File: src/rtl/tcs_pkg.sv
package tcs_pkg;
    localparam int ADDR_W = 6;
    localparam int DATA_W = 32;
    // Byte addresses of the register words
    localparam logic [5:0] OFS_CTRL_A = 6'h00;
    localparam logic [5:0] OFS_CTRL_B = 6'h04;
    localparam logic [5:0] OFS_CNT_L = 6'h08;
    localparam logic [5:0] OFS_CNT_H = 6'h0c;
    localparam logic [5:0] OFS_CMPA_L = 6'h10;
    localparam logic [5:0] OFS_CMPA_H = 6'h14;
    localparam logic [5:0] OFS_CMPB_L = 6'h18;
    localparam logic [5:0] OFS_CMPB_H = 6'h1c;
    localparam logic [5:0] OFS_CAP_L = 6'h20;
    localparam logic [5:0] OFS_CAP_H = 6'h24;
    localparam logic [5:0] OFS_FLAG = 6'h28;
    localparam logic [5:0] OFS_MASK = 6'h2c;
    localparam logic [5:0] OFS_PWR = 6'h30;
    // Field positions
    localparam int CA_MODE_LSB = 0;
    localparam int CA_COMB_LSB = 4;
    localparam int CA_COMA_LSB = 6;
    localparam int CB_CS_LSB = 0;
    localparam int CB_CAPSRC_BIT = 5;
    localparam int CB_CAPEDGE_BIT = 6;
    localparam int CB_NOISE_BIT = 7;
    localparam int FL_OVF = 0;
    localparam int FL_MA = 1;
    localparam int FL_MB = 2;
    localparam int FL_CAP = 3;
    localparam int PWR_OFF_BIT = 0;
    // Reset values, count maximum, response codes and default filter depth
    localparam logic [7:0] RST_CTRL = 8'h00;
    localparam logic [15:0] RST_WORD = 16'h0000;
    localparam logic [3:0] RST_FLAG = 4'h0;
    localparam logic PWR_OFF_RST = 1'b1;
    localparam logic [15:0] COUNT_MAX = 16'hffff;
    localparam logic [1:0] RESP_OKAY = 2'b00;
    localparam logic [1:0] RESP_SLVERR = 2'b10;
    localparam int NC_DEPTH_DEF = 4;

    typedef enum logic [2:0] {
        MD_NORMAL = 3'b000,
        MD_CTC_A = 3'b001,
        MD_CTC_CAP = 3'b010,
        MD_PC_MAX = 3'b011,
        MD_PC_A = 3'b100,
        MD_PC_CAP = 3'b101
    } tcs_mode_e;

    typedef enum logic [2:0] {
        CS_NONE = 3'b000,
        CS_DIV1 = 3'b001,
        CS_DIV8 = 3'b010,
        CS_DIV64 = 3'b011,
        CS_DIV256 = 3'b100,
        CS_DIV1024 = 3'b101,
        CS_EXT_FALL = 3'b110,
        CS_EXT_RISE = 3'b111
    } tcs_clksel_e;
endpackage : tcs_pkg

File: src/rtl/tcs_timer.sv
// Contract
// - Bottom signalled whenever count becomes zero
// - Top is fixed maximum, compare A or capture
// - 16-bit data registers, free 8-bit controls
// - Overflow, match A, match B, capture sources
// - Each request is a flag, individually masked
// - Prescaler or external pin ticks; none idles
// - Buffered compares set flag and drive waveform
// - Filtered pin/comparator edge captures the count unless capture is top
// - Compare A as PWM top: no output, buffered
// - Capture register may serve as top
// - One shared high-byte latch per timer
// - Low-byte write loads whole register
// - Count/capture low-byte read copies high byte to latch
// - Compare reads bypass the shared latch
// - Clear on match and phase-correct PWM
// - Counter high address reaches the latch
// - Up/down counter by one, with clear
module tcs_timer #(
    parameter int NC_DEPTH = tcs_pkg::NC_DEPTH_DEF
) (
    input wire logic clk_sys,
    input wire logic arst_n,
    input wire logic [tcs_pkg::ADDR_W-1:0] s_axi_awaddr,
    input wire logic s_axi_awvalid,
    output logic s_axi_awready,
    input wire logic [tcs_pkg::DATA_W-1:0] s_axi_wdata,
    input wire logic [3:0] s_axi_wstrb,
    input wire logic s_axi_wvalid,
    output logic s_axi_wready,
    output logic [1:0] s_axi_bresp,
    output logic s_axi_bvalid,
    input wire logic s_axi_bready,
    input wire logic [tcs_pkg::ADDR_W-1:0] s_axi_araddr,
    input wire logic s_axi_arvalid,
    output logic s_axi_arready,
    output logic [tcs_pkg::DATA_W-1:0] s_axi_rdata,
    output logic [1:0] s_axi_rresp,
    output logic s_axi_rvalid,
    input wire logic s_axi_rready,
    input wire logic external_count_pin,
    input wire logic capture_input_pin,
    input wire logic comparator_out,
    output logic waveform_out_a,
    output logic waveform_out_a_en,
    output logic waveform_out_b,
    output logic waveform_out_b_en,
    output logic count_bottom,
    output logic count_top,
    output logic [3:0] irq
);
    import tcs_pkg::*;

    generate
        if (NC_DEPTH < 2 || NC_DEPTH > 8)
        begin : g_bad_depth
            $error("NC_DEPTH must lie in 2..8");
        end
    endgenerate

    logic [7:0] timer_control_a;
    logic [7:0] timer_control_b;
    logic [15:0] count_value;
    logic [15:0] compare_value_a;
    logic [15:0] compare_value_b;
    logic [15:0] cmp_act_a;
    logic [15:0] cmp_act_b;
    logic [15:0] capture_value;
    logic [7:0] hi_latch;
    logic [3:0] timer_flag_register;
    logic [3:0] timer_mask_register;
    logic timer_power_off_bit;
    logic count_up;
    logic [9:0] prescale;
    logic ext_q;
    logic ext_prev;
    logic [NC_DEPTH-1:0] cap_hist;
    logic cap_level;
    logic cap_prev;
    logic aw_full;
    logic w_full;
    logic [5:0] aw_addr;
    logic [7:0] w_byte;
    logic w_lane0;

    // Register bus decode
    wire do_write = aw_full && w_full && !s_axi_bvalid;
    wire wr_en = do_write && w_lane0;
    wire rd_take = s_axi_arvalid && s_axi_arready;
    wire [5:0] rd_addr = s_axi_araddr;
    wire wr_ca = wr_en && aw_addr == OFS_CTRL_A;
    wire wr_cb = wr_en && aw_addr == OFS_CTRL_B;
    wire wr_cnt_l = wr_en && aw_addr == OFS_CNT_L;
    wire wr_cma_l = wr_en && aw_addr == OFS_CMPA_L;
    wire wr_cmb_l = wr_en && aw_addr == OFS_CMPB_L;
    wire wr_cap_l = wr_en && aw_addr == OFS_CAP_L;
    wire wr_flag = wr_en && aw_addr == OFS_FLAG;
    wire wr_mask = wr_en && aw_addr == OFS_MASK;
    wire wr_pwr = wr_en && aw_addr == OFS_PWR;
    wire wr_hi = wr_en && (aw_addr == OFS_CNT_H || aw_addr == OFS_CMPA_H
        || aw_addr == OFS_CMPB_H || aw_addr == OFS_CAP_H);
    wire rd_cnt_l = rd_take && rd_addr == OFS_CNT_L;
    wire rd_cap_l = rd_take && rd_addr == OFS_CAP_L;
    wire aw_map = aw_addr <= OFS_PWR && aw_addr[1:0] == 2'b00;
    wire ar_map = rd_addr <= OFS_PWR && rd_addr[1:0] == 2'b00;

    // Mode decode
    wire [2:0] mode = timer_control_a[CA_MODE_LSB +: 3];
    wire [1:0] com_a = timer_control_a[CA_COMA_LSB +: 2];
    wire [1:0] com_b = timer_control_a[CA_COMB_LSB +: 2];
    wire [2:0] clk_sel = timer_control_b[CB_CS_LSB +: 3];
    wire pwm = mode == MD_PC_MAX || mode == MD_PC_A || mode == MD_PC_CAP;
    wire top_is_a = mode == MD_CTC_A || mode == MD_PC_A;
    wire top_is_cap = mode == MD_CTC_CAP || mode == MD_PC_CAP;
    wire [15:0] top_val = top_is_a ? cmp_act_a
        : (top_is_cap ? capture_value : COUNT_MAX);
    wire at_top = count_value == top_val;
    wire at_bottom = count_value == 16'h0000;

    // Timer tick selection
    wire ext_rise = ext_q && !ext_prev;
    wire ext_fall = !ext_q && ext_prev;
    logic tick_sel;
    always_comb
    begin
        case (clk_sel)
            CS_DIV1: tick_sel = 1'b1;
            CS_DIV8: tick_sel = prescale[2:0] == 3'h7;
            CS_DIV64: tick_sel = prescale[5:0] == 6'h3f;
            CS_DIV256: tick_sel = prescale[7:0] == 8'hff;
            CS_DIV1024: tick_sel = prescale == 10'h3ff;
            CS_EXT_FALL: tick_sel = ext_fall;
            CS_EXT_RISE: tick_sel = ext_rise;
            default: tick_sel = 1'b0;
        endcase
    end
    wire timer_tick = tick_sel && !timer_power_off_bit;

    // Counter next value
    logic [15:0] next_count;
    logic next_up;
    logic ovf_ev;
    always_comb
    begin
        next_count = count_value;
        next_up = count_up;
        ovf_ev = 1'b0;
        if (pwm)
        begin
            if (count_up)
            begin
                if (at_top)
                begin
                    next_up = 1'b0;
                    next_count = at_bottom ? count_value : count_value - 16'h0001;
                end
                else
                begin
                    next_count = count_value + 16'h0001;
                end
            end
            else if (at_bottom)
            begin
                next_up = 1'b1;
                ovf_ev = 1'b1;
                next_count = at_top ? count_value : count_value + 16'h0001;
            end
            else
            begin
                next_count = count_value - 16'h0001;
            end
        end
        else
        begin
            next_up = 1'b1;
            ovf_ev = count_value == COUNT_MAX;
            // Clear on match reloads from zero
            next_count = (at_top ? 16'h0000 : count_value + 16'h0001);
        end
    end

    // Compare, capture and flag events
    wire match_a = timer_tick && count_value == cmp_act_a;
    wire match_b = timer_tick && count_value == cmp_act_b;
    wire cap_raw = timer_control_b[CB_CAPSRC_BIT] ? comparator_out : capture_input_pin;
    wire hist_same = cap_hist == {NC_DEPTH{cap_hist[0]}};
    wire cap_filt = timer_control_b[CB_NOISE_BIT] ? (hist_same ? cap_hist[0] : cap_level)
        : cap_hist[0];
    wire cap_edge = timer_control_b[CB_CAPEDGE_BIT] ? (cap_level && !cap_prev)
        : (!cap_level && cap_prev);
    wire cap_ev = cap_edge && !timer_power_off_bit;
    wire [3:0] flag_set = {cap_ev, match_b, match_a, timer_tick && ovf_ev};
    wire [3:0] flag_clr = wr_flag ? w_byte[3:0] : 4'h0;
    // Set beats a same-cycle clear so no event is lost
    wire [3:0] next_flags = (timer_flag_register & ~flag_clr) | flag_set;
    wire load_buf = !pwm || (timer_tick && at_top);

    function automatic logic wave_next(input logic cur, input logic [1:0] com,
        input logic is_pwm, input logic up);
        logic res;
        res = cur;
        if (is_pwm)
        begin
            if (com[1])
            begin
                res = up ? com[0] : !com[0];
            end
        end
        else
        begin
            case (com)
                2'b01: res = !cur;
                2'b10: res = 1'b0;
                2'b11: res = 1'b1;
                default: res = cur;
            endcase
        end
        return res;
    endfunction

    // Read data mux
    logic [7:0] rd_byte;
    always_comb
    begin
        case (rd_addr)
            OFS_CTRL_A: rd_byte = timer_control_a;
            OFS_CTRL_B: rd_byte = timer_control_b;
            OFS_CNT_L: rd_byte = count_value[7:0];
            OFS_CNT_H: rd_byte = hi_latch;
            OFS_CMPA_L: rd_byte = compare_value_a[7:0];
            OFS_CMPA_H: rd_byte = compare_value_a[15:8];
            OFS_CMPB_L: rd_byte = compare_value_b[7:0];
            OFS_CMPB_H: rd_byte = compare_value_b[15:8];
            OFS_CAP_L: rd_byte = capture_value[7:0];
            OFS_CAP_H: rd_byte = hi_latch;
            OFS_FLAG: rd_byte = {4'h0, timer_flag_register};
            OFS_MASK: rd_byte = {4'h0, timer_mask_register};
            OFS_PWR: rd_byte = {7'h00, timer_power_off_bit};
            default: rd_byte = 8'h00;
        endcase
    end

    assign s_axi_awready = !aw_full && !s_axi_bvalid;
    assign s_axi_wready = !w_full && !s_axi_bvalid;
    assign s_axi_arready = !s_axi_rvalid;
    assign count_bottom = at_bottom;
    assign count_top = at_top;
    assign irq = timer_flag_register & timer_mask_register;
    assign waveform_out_a_en = com_a != 2'b00 && !(pwm && top_is_a);
    assign waveform_out_b_en = com_b != 2'b00;

    always_ff @(posedge clk_sys or negedge arst_n)
    begin
        if (!arst_n)
        begin
            aw_full <= 1'b0;
            w_full <= 1'b0;
            aw_addr <= 6'h00;
            w_byte <= 8'h00;
            w_lane0 <= 1'b0;
            s_axi_bvalid <= 1'b0;
            s_axi_bresp <= RESP_OKAY;
            s_axi_rvalid <= 1'b0;
            s_axi_rresp <= RESP_OKAY;
            s_axi_rdata <= 32'h00000000;
        end
        else
        begin
            if (s_axi_awvalid && s_axi_awready)
            begin
                aw_full <= 1'b1;
                aw_addr <= s_axi_awaddr;
            end
            if (s_axi_wvalid && s_axi_wready)
            begin
                w_full <= 1'b1;
                w_byte <= s_axi_wdata[7:0];
                w_lane0 <= s_axi_wstrb[0];
            end
            if (do_write)
            begin
                aw_full <= 1'b0;
                w_full <= 1'b0;
                s_axi_bvalid <= 1'b1;
                s_axi_bresp <= aw_map ? RESP_OKAY : RESP_SLVERR;
            end
            else if (s_axi_bready)
            begin
                s_axi_bvalid <= 1'b0;
            end
            if (rd_take)
            begin
                s_axi_rvalid <= 1'b1;
                s_axi_rdata <= {24'h000000, rd_byte};
                s_axi_rresp <= ar_map ? RESP_OKAY : RESP_SLVERR;
            end
            else if (s_axi_rready)
            begin
                s_axi_rvalid <= 1'b0;
            end
        end
    end

    always_ff @(posedge clk_sys or negedge arst_n)
    begin
        if (!arst_n)
        begin
            timer_control_a <= RST_CTRL;
            timer_control_b <= RST_CTRL;
            timer_mask_register <= RST_FLAG;
            timer_flag_register <= RST_FLAG;
            timer_power_off_bit <= PWR_OFF_RST;
            hi_latch <= 8'h00;
        end
        else
        begin
            if (wr_ca)
                timer_control_a <= w_byte;
            if (wr_cb)
                timer_control_b <= w_byte;
            if (wr_mask)
                timer_mask_register <= w_byte[3:0];
            if (wr_pwr)
                timer_power_off_bit <= w_byte[PWR_OFF_BIT];
            timer_flag_register <= next_flags;
            // A single latch serves all four wide registers
            if (wr_hi)
                hi_latch <= w_byte;
            else if (rd_cnt_l)
                hi_latch <= count_value[15:8];
            else if (rd_cap_l)
                hi_latch <= capture_value[15:8];
        end
    end

    always_ff @(posedge clk_sys or negedge arst_n)
    begin
        if (!arst_n)
        begin
            count_value <= RST_WORD;
            count_up <= 1'b1;
            compare_value_a <= RST_WORD;
            compare_value_b <= RST_WORD;
            cmp_act_a <= RST_WORD;
            cmp_act_b <= RST_WORD;
            capture_value <= RST_WORD;
        end
        else
        begin
            // Software write takes precedence over a tick
            if (wr_cnt_l)
                count_value <= {hi_latch, w_byte};
            else if (timer_tick)
            begin
                count_value <= next_count;
                count_up <= next_up;
            end
            if (wr_cma_l)
                compare_value_a <= {hi_latch, w_byte};
            if (wr_cmb_l)
                compare_value_b <= {hi_latch, w_byte};
            if (load_buf)
            begin
                cmp_act_a <= compare_value_a;
                cmp_act_b <= compare_value_b;
            end
            if (wr_cap_l)
                capture_value <= {hi_latch, w_byte};
            else if (cap_ev && !top_is_cap)
                capture_value <= count_value;
        end
    end

    always_ff @(posedge clk_sys or negedge arst_n)
    begin
        if (!arst_n)
        begin
            prescale <= 10'h000;
            ext_q <= 1'b0;
            ext_prev <= 1'b0;
            cap_hist <= '0;
            cap_level <= 1'b0;
            cap_prev <= 1'b0;
            waveform_out_a <= 1'b0;
            waveform_out_b <= 1'b0;
        end
        else
        begin
            // Free running so enabling a tap gives a 1..N cycle first delay
            prescale <= prescale + 10'h001;
            ext_q <= external_count_pin;
            ext_prev <= ext_q;
            cap_hist <= {cap_hist[NC_DEPTH-2:0], cap_raw};
            cap_level <= cap_filt;
            cap_prev <= cap_level;
            if (match_a && waveform_out_a_en)
                waveform_out_a <= wave_next(waveform_out_a, com_a, pwm, count_up);
            if (match_b && waveform_out_b_en)
                waveform_out_b <= wave_next(waveform_out_b, com_b, pwm, count_up);
        end
    end
endmodule // tcs_timer

File: config.mk
export PLATFORM = sky130hd
export DESIGN_NAME = tcs_timer
export DESIGN_NICKNAME = d
export VERILOG_FILES = /design/src/rtl/tcs_pkg.sv /design/src/rtl/tcs_timer.sv
export SDC_FILE = /design/constraint.sdc
export NUM_CORES = 1
export LEC_CHECK = 0
export ABC_AREA = 1
export BUFFER_PORTS_ARGS = -buffer_cell sky130_fd_sc_hd__buf_2
export CAP_MARGIN = 0
export CORE_UTILIZATION = 45
export DETAILED_ROUTE_END_ITERATION = 6
export PLACE_DENSITY = 0.69
export SLEW_MARGIN = 20
export SYNTH_ARGS = -nofsm -noshare
export SYNTH_HDL_FRONTEND = slang
export SYNTH_SLANG_ARGS = --single-unit
export TNS_END_PERCENT = 5
File: constraint.sdc
create_clock -name clk_sys -period 6.1 [get_ports clk_sys]
set_input_delay 0.305 -clock clk_sys [delete_from_list [all_inputs] [get_ports clk_sys]]
set_output_delay 0.305 -clock clk_sys [all_outputs]
set_load 0.005 [all_outputs]
==> impl_metrics.ini, run 1 <==
[run_status]
outcome = complete, no violations

[die]
initial_utilization = 0.4606
fp.dieArea_mm2 = 0.02385
core-area_mm2 = 0.02271
io-pin-count = 109
die-width_um = 154.5
row_count = 55
die-height_um = 154.5

[clock_tree]
clockRootBuffer = clkbuf_16
cts.clk_slew.worst_paths_ns = 0.07
clk_latency_ns = 0.45
numCtsBuffers = 17
tritoncts = yes
clock_path_buffers = 2
cts_max_level = 4
cts.repair.resized = 0
clock_sink_count = 179

[setup_path]
worstPathMaxFanout = 17
cp-end-kind = flip-flop
worstSetupPathType = reg -> reg
crit_required_ns = 6.39
arrival_ns = 3.43
startpoint_type = flip-flop

[timing]
setup_viol_count_final = 0
fin_skew_ns = 0.009426
slew_violations = 0
hold_ws_ns = 0.02224
worstMarginPinSlew_ns = 1.143
max_freq_ghz = 0.3177
slew_headroom = 0.2296
fin_crit_sh = 0.5161
hold_viol = 0
worst_slack_ns = 2.952
setup_tns_ns = 0
rsz0062_at_grt = no
period_needed_ns = 3.148

[routing]
firstDrtPassIters = 5
drt_iter0_drc = 847
via_per_inst = 5.543
antenna_left = 0
drcViolationCount = 0
drt-total-wl_mm = 31.83
num_vias = 9518
post_drt_wl_per_cell_um = 18.54

[worst_hold_path]
hp-class = in -> reg

[finish]
num-nets-final = 1486
layout.cells.non_filler = 1717
area_growth_pct = 9.235
antenna_cells = 0
nFillCells = 2239
fin_area_mm2 = 0.01142
layout-drive-gt1-share = 0.09916

[place]
gp_congestion = 0.9291
port_buffers = 55
dpl_cell_area_mm2 = 0.01078
dp_worst_setup_slack_ns = 2.760
dpl.cell_count = 1683
hpwlAfterDp_mm = 23.72

[synthesis]
synth_area_leaders = dfrtp_1 (42%), nand2_1 (15%), inv_1 (5.6%), nand3_1 (5.2%), o21ai_0 (4.7%)
synth_largest_area_cell = dfrtp_1
synthTopCellsByCount = nand2_1 (421), dfrtp_1 (177), inv_1 (155)
synthesis.instances = 1388
synth-seq-cells = 179
synth_top_area_frac = 0.4235
syn_avg_cell_area_um2 = 7.535
ys_async_sr_fraction = 1.000
synth_ff_type = dfrtp_1
synth_warnings = 0
yosysMostFrequentCell = nand2_1
synth_edf_count = 0
syn_area_mm2 = 0.01046
yosysSeqAreaShare = 0.4285
synth_cell_type_count = 48

[grt]
overflow = 0
grt_pass1_wl_mm = 49.78
grt_start_max_net_pins = 108
antenna_found_initial = 0
grt_pass1_vias = 8753
grt_use_total = 0.2770

[run]
drv_cap = 0

[power]
leakagePower_nw = 5.501
power_density_mw_per_mm2 = 454.0
peakVddDrop_mv = 0.2132
flip-flops by register name (all words and copies together) (netlist names), 10 cells and up:
signal and flops:
capture_value 16, cmp_act_a 16, cmp_act_b 16, compare_value_a 16
compare_value_b 16, count_value 16, prescale 10
cells by family after synthesis:
kind of cell | share of synthesized area
buffers and inverters | 0.1023
AOI/OAI and AO/OA | 0.1407
xor gates and xnor gates | 0.03601
DFF | 0.4285
and+or+nand+nor | 0.2771
adders and majority gates | 0.01077
muxes | 0.004306
other | 0.0003586
layout make-up:
cell class,count,area (µm²),area share
clock buffers,17,425.4,0.03724
repair buffers,62,341.6,0.02990
multi-input cells,995,5009,0.4384
flip-flops and latches,179,4482,0.3923
clock inverters,15,195.2,0.01708
inverters,164,615.6,0.05388
well taps,285,356.6,0.03121
worst max-delay path: stages, from the launching register on:
cell and delay (ns):
dfrtp_1 0.37, inv_1 0.08, a21oi_1 0.07, nor3_1 0.48, nand3_1 0.64, nand2_1 0.72
inv_1 0.34, nand2_1 0.15, o221ai_1 0.13
routing by layer:
layer | vias to the layer above | part of all wire | global-route usage
li1 | 4559 | - | -
met1 | 4488 | 0.43 | 0.3847
met2 | 405 | 0.45 | 0.4314
met3 | 66 | 0.082 | 0.04847
met4 | 0 | 0.034 | 0.1070
met5 | - | 0 | 0
where the power goes:
part | switching (W) | internal [W] | leakage [nW]
Clock | 0.000540 | 0.000624 | 0.297
Sequential | 0.000390 | 0.00151 | 2.36
Combinational | 0.00142 | 0.000705 | 2.84
layout by cell type, fill, tap and decap left out, types with 3 or more instances in the layout:
| cell type | netlist | routed |
|---|---|---|
| nand2_1 | 421 | 420 |
| dfrtp_1 | 177 | 177 |
| inv_1 | 155 | 155 |
| nand3_1 | 109 | 108 |
| o21ai_0 | 98 | 98 |
| nor2_1 | 88 | 88 |
| buf_2 | 12 | 54 |
| a21oi_1 | 26 | 26 |
| conb_1 | 1 | 26 |
| xor2_1 | 24 | 24 |
| o21ai_2 | 21 | 21 |
| nor3_1 | 19 | 19 |
| xnor2_1 | 19 | 19 |
| o221ai_1 | 18 | 18 |
| clkbuf_16 | 0 | 17 |
| o211ai_1 | 14 | 14 |
| nand4_1 | 13 | 13 |
| a221oi_1 | 12 | 12 |
| o22ai_1 | 11 | 11 |
| nand3b_1 | 10 | 10 |
| ha_1 | 9 | 9 |
| clkinv_1 | 8 | 8 |
| o2111ai_1 | 8 | 8 |
| nor4_1 | 6 | 6 |
| a31oi_1 | 5 | 5 |
| buf_4 | 26 | 5 |
| nand3_2 | 3 | 4 |
| mux2_2 | 4 | 4 |
| or2_2 | 4 | 4 |
| nor3_2 | 4 | 4 |
| nand2_2 | 2 | 3 |
| o31ai_1 | 3 | 3 |
| nor2_2 | 3 | 3 |
| clkinv_8 | 0 | 3 |
| inv_6 | 0 | 3 |
metrics by stage:
stage | power [W] | util
global route | 0.005516 | 0.5031
detailed placement | 0.003984 | 0.4745
finish | 0.005187 | 0.5031
floorplan | 0.003279 | -
CTS | 0.005152 | 0.5028
global placement | 0.003947 | 0.4745
what timing repair did:
item,4_1_cts,5_1_grt
hold endpoints to repair,8,0
hold buffers,2,0
setup buffers,0,0
path summary, 6_finish.rpt:
| kind | end | slack, ns | cells after the start | from |
|---|---|---|---|---|
| worst max register to register | capture_value[13] | 2.95 | 8 | cap_level |
| worst max-delay path | capture_value[13] | 2.95 | 8 | cap_level |
| max in group asynchronous | cmp_act_a[1] | 4.15 | 3 | arst_n |
| min in group asynchronous | aw_addr[3] | 0.50 | 2 | arst_n |
| worst min register to register | cap_prev | 0.38 | 0 | cap_level |
| worst min-delay path | s_axi_bvalid | 0.02 | 2 | s_axi_bready |
Note: power is estimated with default switching activity, not from simulation.
==> run 2, diff against run 1 <==
- clock period: 6.1 -> 3 ns (I/O delays scaled with it)
==> run 2 against run 1 <==
Critical path depth up 1. Sequential cell count stayed put. Wire length is 0.66% higher. Critical path type is now reg -> out. Sequential power grew 100%. Global-route usage is 0.32 points higher. Clock skew is 0.0040 ns higher. Non-clock buffer count is 45 higher. Critical endpoint is now count_top. Cell count rose by 2.6%. Via count rose by 3.2%.
==> impl_metrics.ini, run 2 (same netlist as run 1, synthesis figures left out) <==
[routing]
wl_met3_mm = 3.139
antenna_left = 0
met1_length_mm = 13.58
drt-total-wl_mm = 32.04
post_drt_wl_per_cell_um = 18.18
num_vias = 9824
drt_iter0_drc = 1100
drcViolationCount = 0
via_per_inst = 5.575
highest_layer = met4
firstDrtPassIters = 7
wl_met2_mm = 13.91

[setup_path]
arrival_ns = 2.57
cp-end-kind = output pin
worst_r2r_path_depth = 11
crit_required_ns = 2.85
slowest_stage = dfrtp_1
critPathMaxStageDelay_ns = 0.75
cpMostUsedCell = nand2_1
startpoint_type = flip-flop
worstPathMaxFanout = 11
worstSetupPathType = reg -> out
path_cells = inv_1 > nand3_1 > nand2_1 > nor2_1 > nand2_1 > nor2_4 > nand2_1 > inv_1 > buf_2

[finish]
final_cell_mix = nand2_1 (421), dfrtp_1 (177), inv_1 (155)
layout-drive-gt1-share = 0.1137
num-nets-final = 1531
antenna_cells = 0
layout_commonest_cell = nand2_1
layout.cells.non_filler = 1762
nFillCells = 2151
area_growth_pct = 13.20

[die]
die-height_um = 154.5
io-pin-count = 109
initial_utilization = 0.4606
row_count = 55
core-area_mm2 = 0.02271
fp.dieArea_mm2 = 0.02385
die-width_um = 154.5

[grt]
overflow = 0
grt_use_total = 0.2802
antenna_found_initial = 0
grt_pass1_wl_mm = 50.91
grt_pass1_vias = 9057
grt_start_max_net_pins = 84

[power]
pwr-share-seq = 0.349
finalPower_w = 0.01092
power_frac_comb = 0.433
p_clk_frac = 0.218
p_sw_frac = 0.4478
power_density_mw_per_mm2 = 922.6
switching_power_w = 0.004891
internal_power_w = 0.006032
peakVddDrop_mv = 0.4795
leakagePower_nw = 5.721

[timing]
rsz0062_at_grt = no
hold_viol = 0
period_needed_ns = 2.716
fin_skew_ns = 0.01347
setup_viol_count_final = 0
max_freq_ghz = 0.3682
worst_slack_ns = 0.2841
setup_tns_ns = 0
slew_violations = 0
fin_crit_sh = 0.9053
worstMarginPinSlew_ns = 0.9943
slew_headroom = 0.3355

[worst_hold_path]
hp-class = in -> reg
whs_path_depth = 3

[clock_tree]
numCtsBuffers = 17
clock_sink_count = 179
cts.clk_slew.worst_paths_ns = 0.08
clock_path_buffers = 2
cts_max_level = 4
clockRootBuffer = clkbuf_16
clk_latency_ns = 0.44
post_cts_buffers = 0
tritoncts = yes

[place]
dp_worst_setup_slack_ns = 0.4049
gp_congestion = 0.9902
hpwlAfterDp_mm = 23.77
dpl.cell_count = 1710
port_buffers = 55

[run_status]
outcome = complete, no violations

[run]
drv_cap = 0
run 2: worst paths after layout:
path,end,slack [ns],startpoint
max,count_top,0.28,count_value[10]
min,w_byte[7],0.0009,s_axi_wdata[7]
max reg2reg,count_value[14],0.33,count_value[3]
min reg2reg,cap_prev,0.40,cap_level
max in group asynchronous,count_up,1.83,arst_n
min in group asynchronous,aw_addr[3],0.31,arst_n
run 2: repair_timing:
| item | in CTS | in global routing |
|---|---|---|
| resized for setup | 0 | 4 |
| hold endpoints to repair | 97 | 0 |
| hold buffers | 20 | 0 |
| endpoints found under the setup margin | 0 | 2 |
run 2: per-stage QoR:
step                  util  area, µm²  hold WS, ns
floorplan                -      10550      -0.1456
finish              0.5213      11840    0.0009341
CTS                 0.5207      11820     0.001112
global route        0.5213      11840      0.02278
detailed placement  0.4846      11000       0.2551
global placement    0.4846      11000       0.2405
run 2: area by class of cell:
cell class                 count  area, µm²  area share
timing repair buffer         107      749.5     0.06331
inverter                     164      615.6     0.05200
tap                          285      356.6     0.03012
clock inverter                14      190.2     0.01606
sequential                   179       4482      0.3786
multi-input combinational    995       5016      0.4237
clock buffer                  18      429.2     0.03625
run 2: per-layer routing:
metal / up-vias / track usage
li1: 4649 / -
met1: 4609 / 0.3928
met2: 477 / 0.4148
met3: 89 / 0.06192
met4: 0 / 0.1245
met5: - / 0
run 2: critical path: cells and delay by family, from the launching register on:
family / cells / cell delay [ns]
and+or+nand+nor: 6 / 0.86
DFF: 1 / 0.75
buffers and inverters: 3 / 0.52
run 2: power by group through the flow:
stage	sequential, W	clock (W)	combinational [W]
after floorplan	0.00345	0	0.00321
after global placement	0.00379	0	0.00453
after detailed placement	0.00381	0	0.00461
after CTS	0.00377	0.00239	0.00466
after global routing	0.00388	0.00249	0.00524
final	0.00382	0.00238	0.00473
==> run 3, diff against run 2 <==
- CTS_CLUSTER_DIAMETER: default -> 80
- GPL_TIMING_DRIVEN: default -> 0
==> run 3 against run 2 <==
The run now ends with design-rule violations left. Design area up 2.1%. Register-to-register slack worse by 0.20 ns. Wire length up 8.9%. Non-clock buffer count up 45. Sequential power down 3%. Clock power about the same. Critical path depth down 3. Clock-buffer cell count unchanged. Core utilization up 1.1 points.
==> impl_metrics.ini, run 3 (same netlist as run 1, synthesis figures left out) <==
[power]
leakagePower_nw = 5.878
p_sw_frac = 0.4586
power_frac_comb = 0.440
p_clk_frac = 0.217
pwr-share-seq = 0.344
finalPower_w = 0.01082
peakVddDrop_mv = 0.4162
switching_power_w = 0.004962
internal_power_w = 0.005858
power_density_mw_per_mm2 = 894.8

[finish]
final_cell_mix = nand2_1 (421), dfrtp_1 (177), inv_1 (155)
layout-drive-gt1-share = 0.1235
area_growth_pct = 15.62
final_util = 0.5325
layout_commonest_cell = nand2_1
antenna_cells = 0
fin_area_mm2 = 0.01209
num-nets-final = 1576
layout.cells.non_filler = 1807

[setup_path]
critPathMaxStageDelay_ns = 0.68
r2r_start = count_value[5]
reg2reg_slack_ns = 0.13
path_buf_inv = 1
path_cells = clkinv_1 > nor3_1 > nand2_1 > nor3_1 > a31oi_1 > o31ai_1
crit_required_ns = 3.33
cpMostUsedCell = nor3_1
worstPathMaxFanout = 9
arrival_ns = 3.20
startpoint_type = flip-flop
worstSetupPathType = reg -> reg
rr_endpoint = timer_flag_register[0]
slowest_stage = nor3_1
worst_r2r_path_depth = 6
cp-end-kind = flip-flop
cp_top_family = simple AND/OR/NAND/NOR gates

[die]
die-width_um = 154.5
initial_utilization = 0.4606
fp.dieArea_mm2 = 0.02385
io-pin-count = 109
core-area_mm2 = 0.02271
row_count = 55
die-height_um = 154.5

[grt]
grt_use_total = 0.2998
antenna_found_initial = 0
overflow = 0
grt_pass1_wl_mm = 53.56
grt_start_max_net_pins = 100
grt_pass1_vias = 9425

[timing]
period_needed_ns = 2.871
setup_tns_ns = 0
max_freq_ghz = 0.3483
worstMarginPinSlew_ns = 0.9403
fin_crit_sh = 0.9570
slew_headroom = 0.3683
slew_violations = 0
fin_skew_ns = 0.01352
hold_viol = 0
setup_viol_count_final = 0
rsz0062_at_grt = no

[clock_tree]
clock_path_buffers = 2
cts_max_level = 4
numCtsBuffers = 17
clk_latency_ns = 0.44
clockRootBuffer = clkbuf_16
cts.clk_slew.worst_paths_ns = 0.08
tritoncts = yes
post_cts_buffers = 0
clock_sink_count = 179

[worst_hold_path]
hp-class = in -> reg
whs_path_depth = 3
min-delay-start = s_axi_awvalid
hold_end = aw_addr[0]

[routing]
drt_iter0_drc = 1040
post_drt_wl_per_cell_um = 19.31
via_per_inst = 5.559
antenna_left = 0
drt-total-wl_mm = 34.89
num_vias = 10050
firstDrtPassIters = 7
drcViolationCount = 1

[place]
dpl_cell_area_mm2 = 0.01122
port_buffers = 55
gp_congestion = 0.9648
dpl.cell_count = 1754
hpwlAfterDp_mm = 26.28

[run_status]
failed_checks = design-rule violations
outcome = finished, violations left

[run]
drv_cap = 0
-- run 3: changes by cell type in the layout (fill, tap and decap cells not counted), moves of 3 or more --
cell,delta
buf_4,-4
inv_6,+3
clkbuf_1,+27
buf_2,+12
buf_6,+8
-- run 3: layout make-up --
cell class              count  area (µm²)
clock buffers              18       439.2
clock inverters            14       182.7
plain buffers              75       455.4
multi-input cells         995        5037
fillers                  2213       10620
inverters                 164       616.8
repair buffers             77       523.0
flip-flops and latches    179        4482
well taps                 285       356.6
-- run 3: what timing repair did --
action / CTS / global route
gates cloned: 0 / 0
hold buffers: 21 / 0
hold endpoints to repair: 98 / 0
setup endpoints to repair: 9 / 16
resized for setup: 4 / 7
-- run 3: worst max-delay path by stage --
stage	startpoint	end	slack [ns]	depth (start not counted)
6_report	count_value[5]	timer_flag_register[0]	0.13	6
5_1_grt	count_value[5]	timer_flag_register[0]	0.002	6
4_1_cts	count_value[14]	count_top	0.03	10
3_5_place_dp	s_axi_bvalid	count_value[9]	-0.02	9
3_3_place_gp	arst_n	count_value[9]	-1.12	1
2_1_floorplan	count_value[0]	count_value[12]	0.89	10
-- run 3: worst min-delay path, delay by kind of cell --
| family | cells | cell delay, ns |
|---|---|---|
| buf+inv | 1 | 0.09 |
| mux | 1 | 0.15 |
| simple gates | 1 | 0.08 |
-- run 3: stage by stage --
step / hold WS, ns / worst slack (ns)
after floorplan: -0.1456 / 0.8879
after global placement: 0.2606 / -1.115
after detailed placement: 0.1721 / -0.01862
after CTS: 0.05753 / 0.02917
after global routing: 0.07701 / 0.001989
final: 0.06892 / 0.1290
-- run 3: metal layers --
layer / vias up / part of all wire / track usage
li1: 4744 / - / -
met1: 4733 / 0.43 / 0.3979
met2: 491 / 0.45 / 0.4654
met3: 77 / 0.086 / 0.06865
met4: 0 / 0.039 / 0.1391
met5: - / 0 / 0
-- run 3: power by group through the flow --
stage               sequential (W)  clock, W  combinational, W
floorplan                  0.00345         0           0.00321
global placement           0.00370         0           0.00455
detailed placement         0.00372         0           0.00461
CTS                        0.00368   0.00235           0.00466
global route               0.00378   0.00245           0.00520
finish                     0.00372   0.00235           0.00476
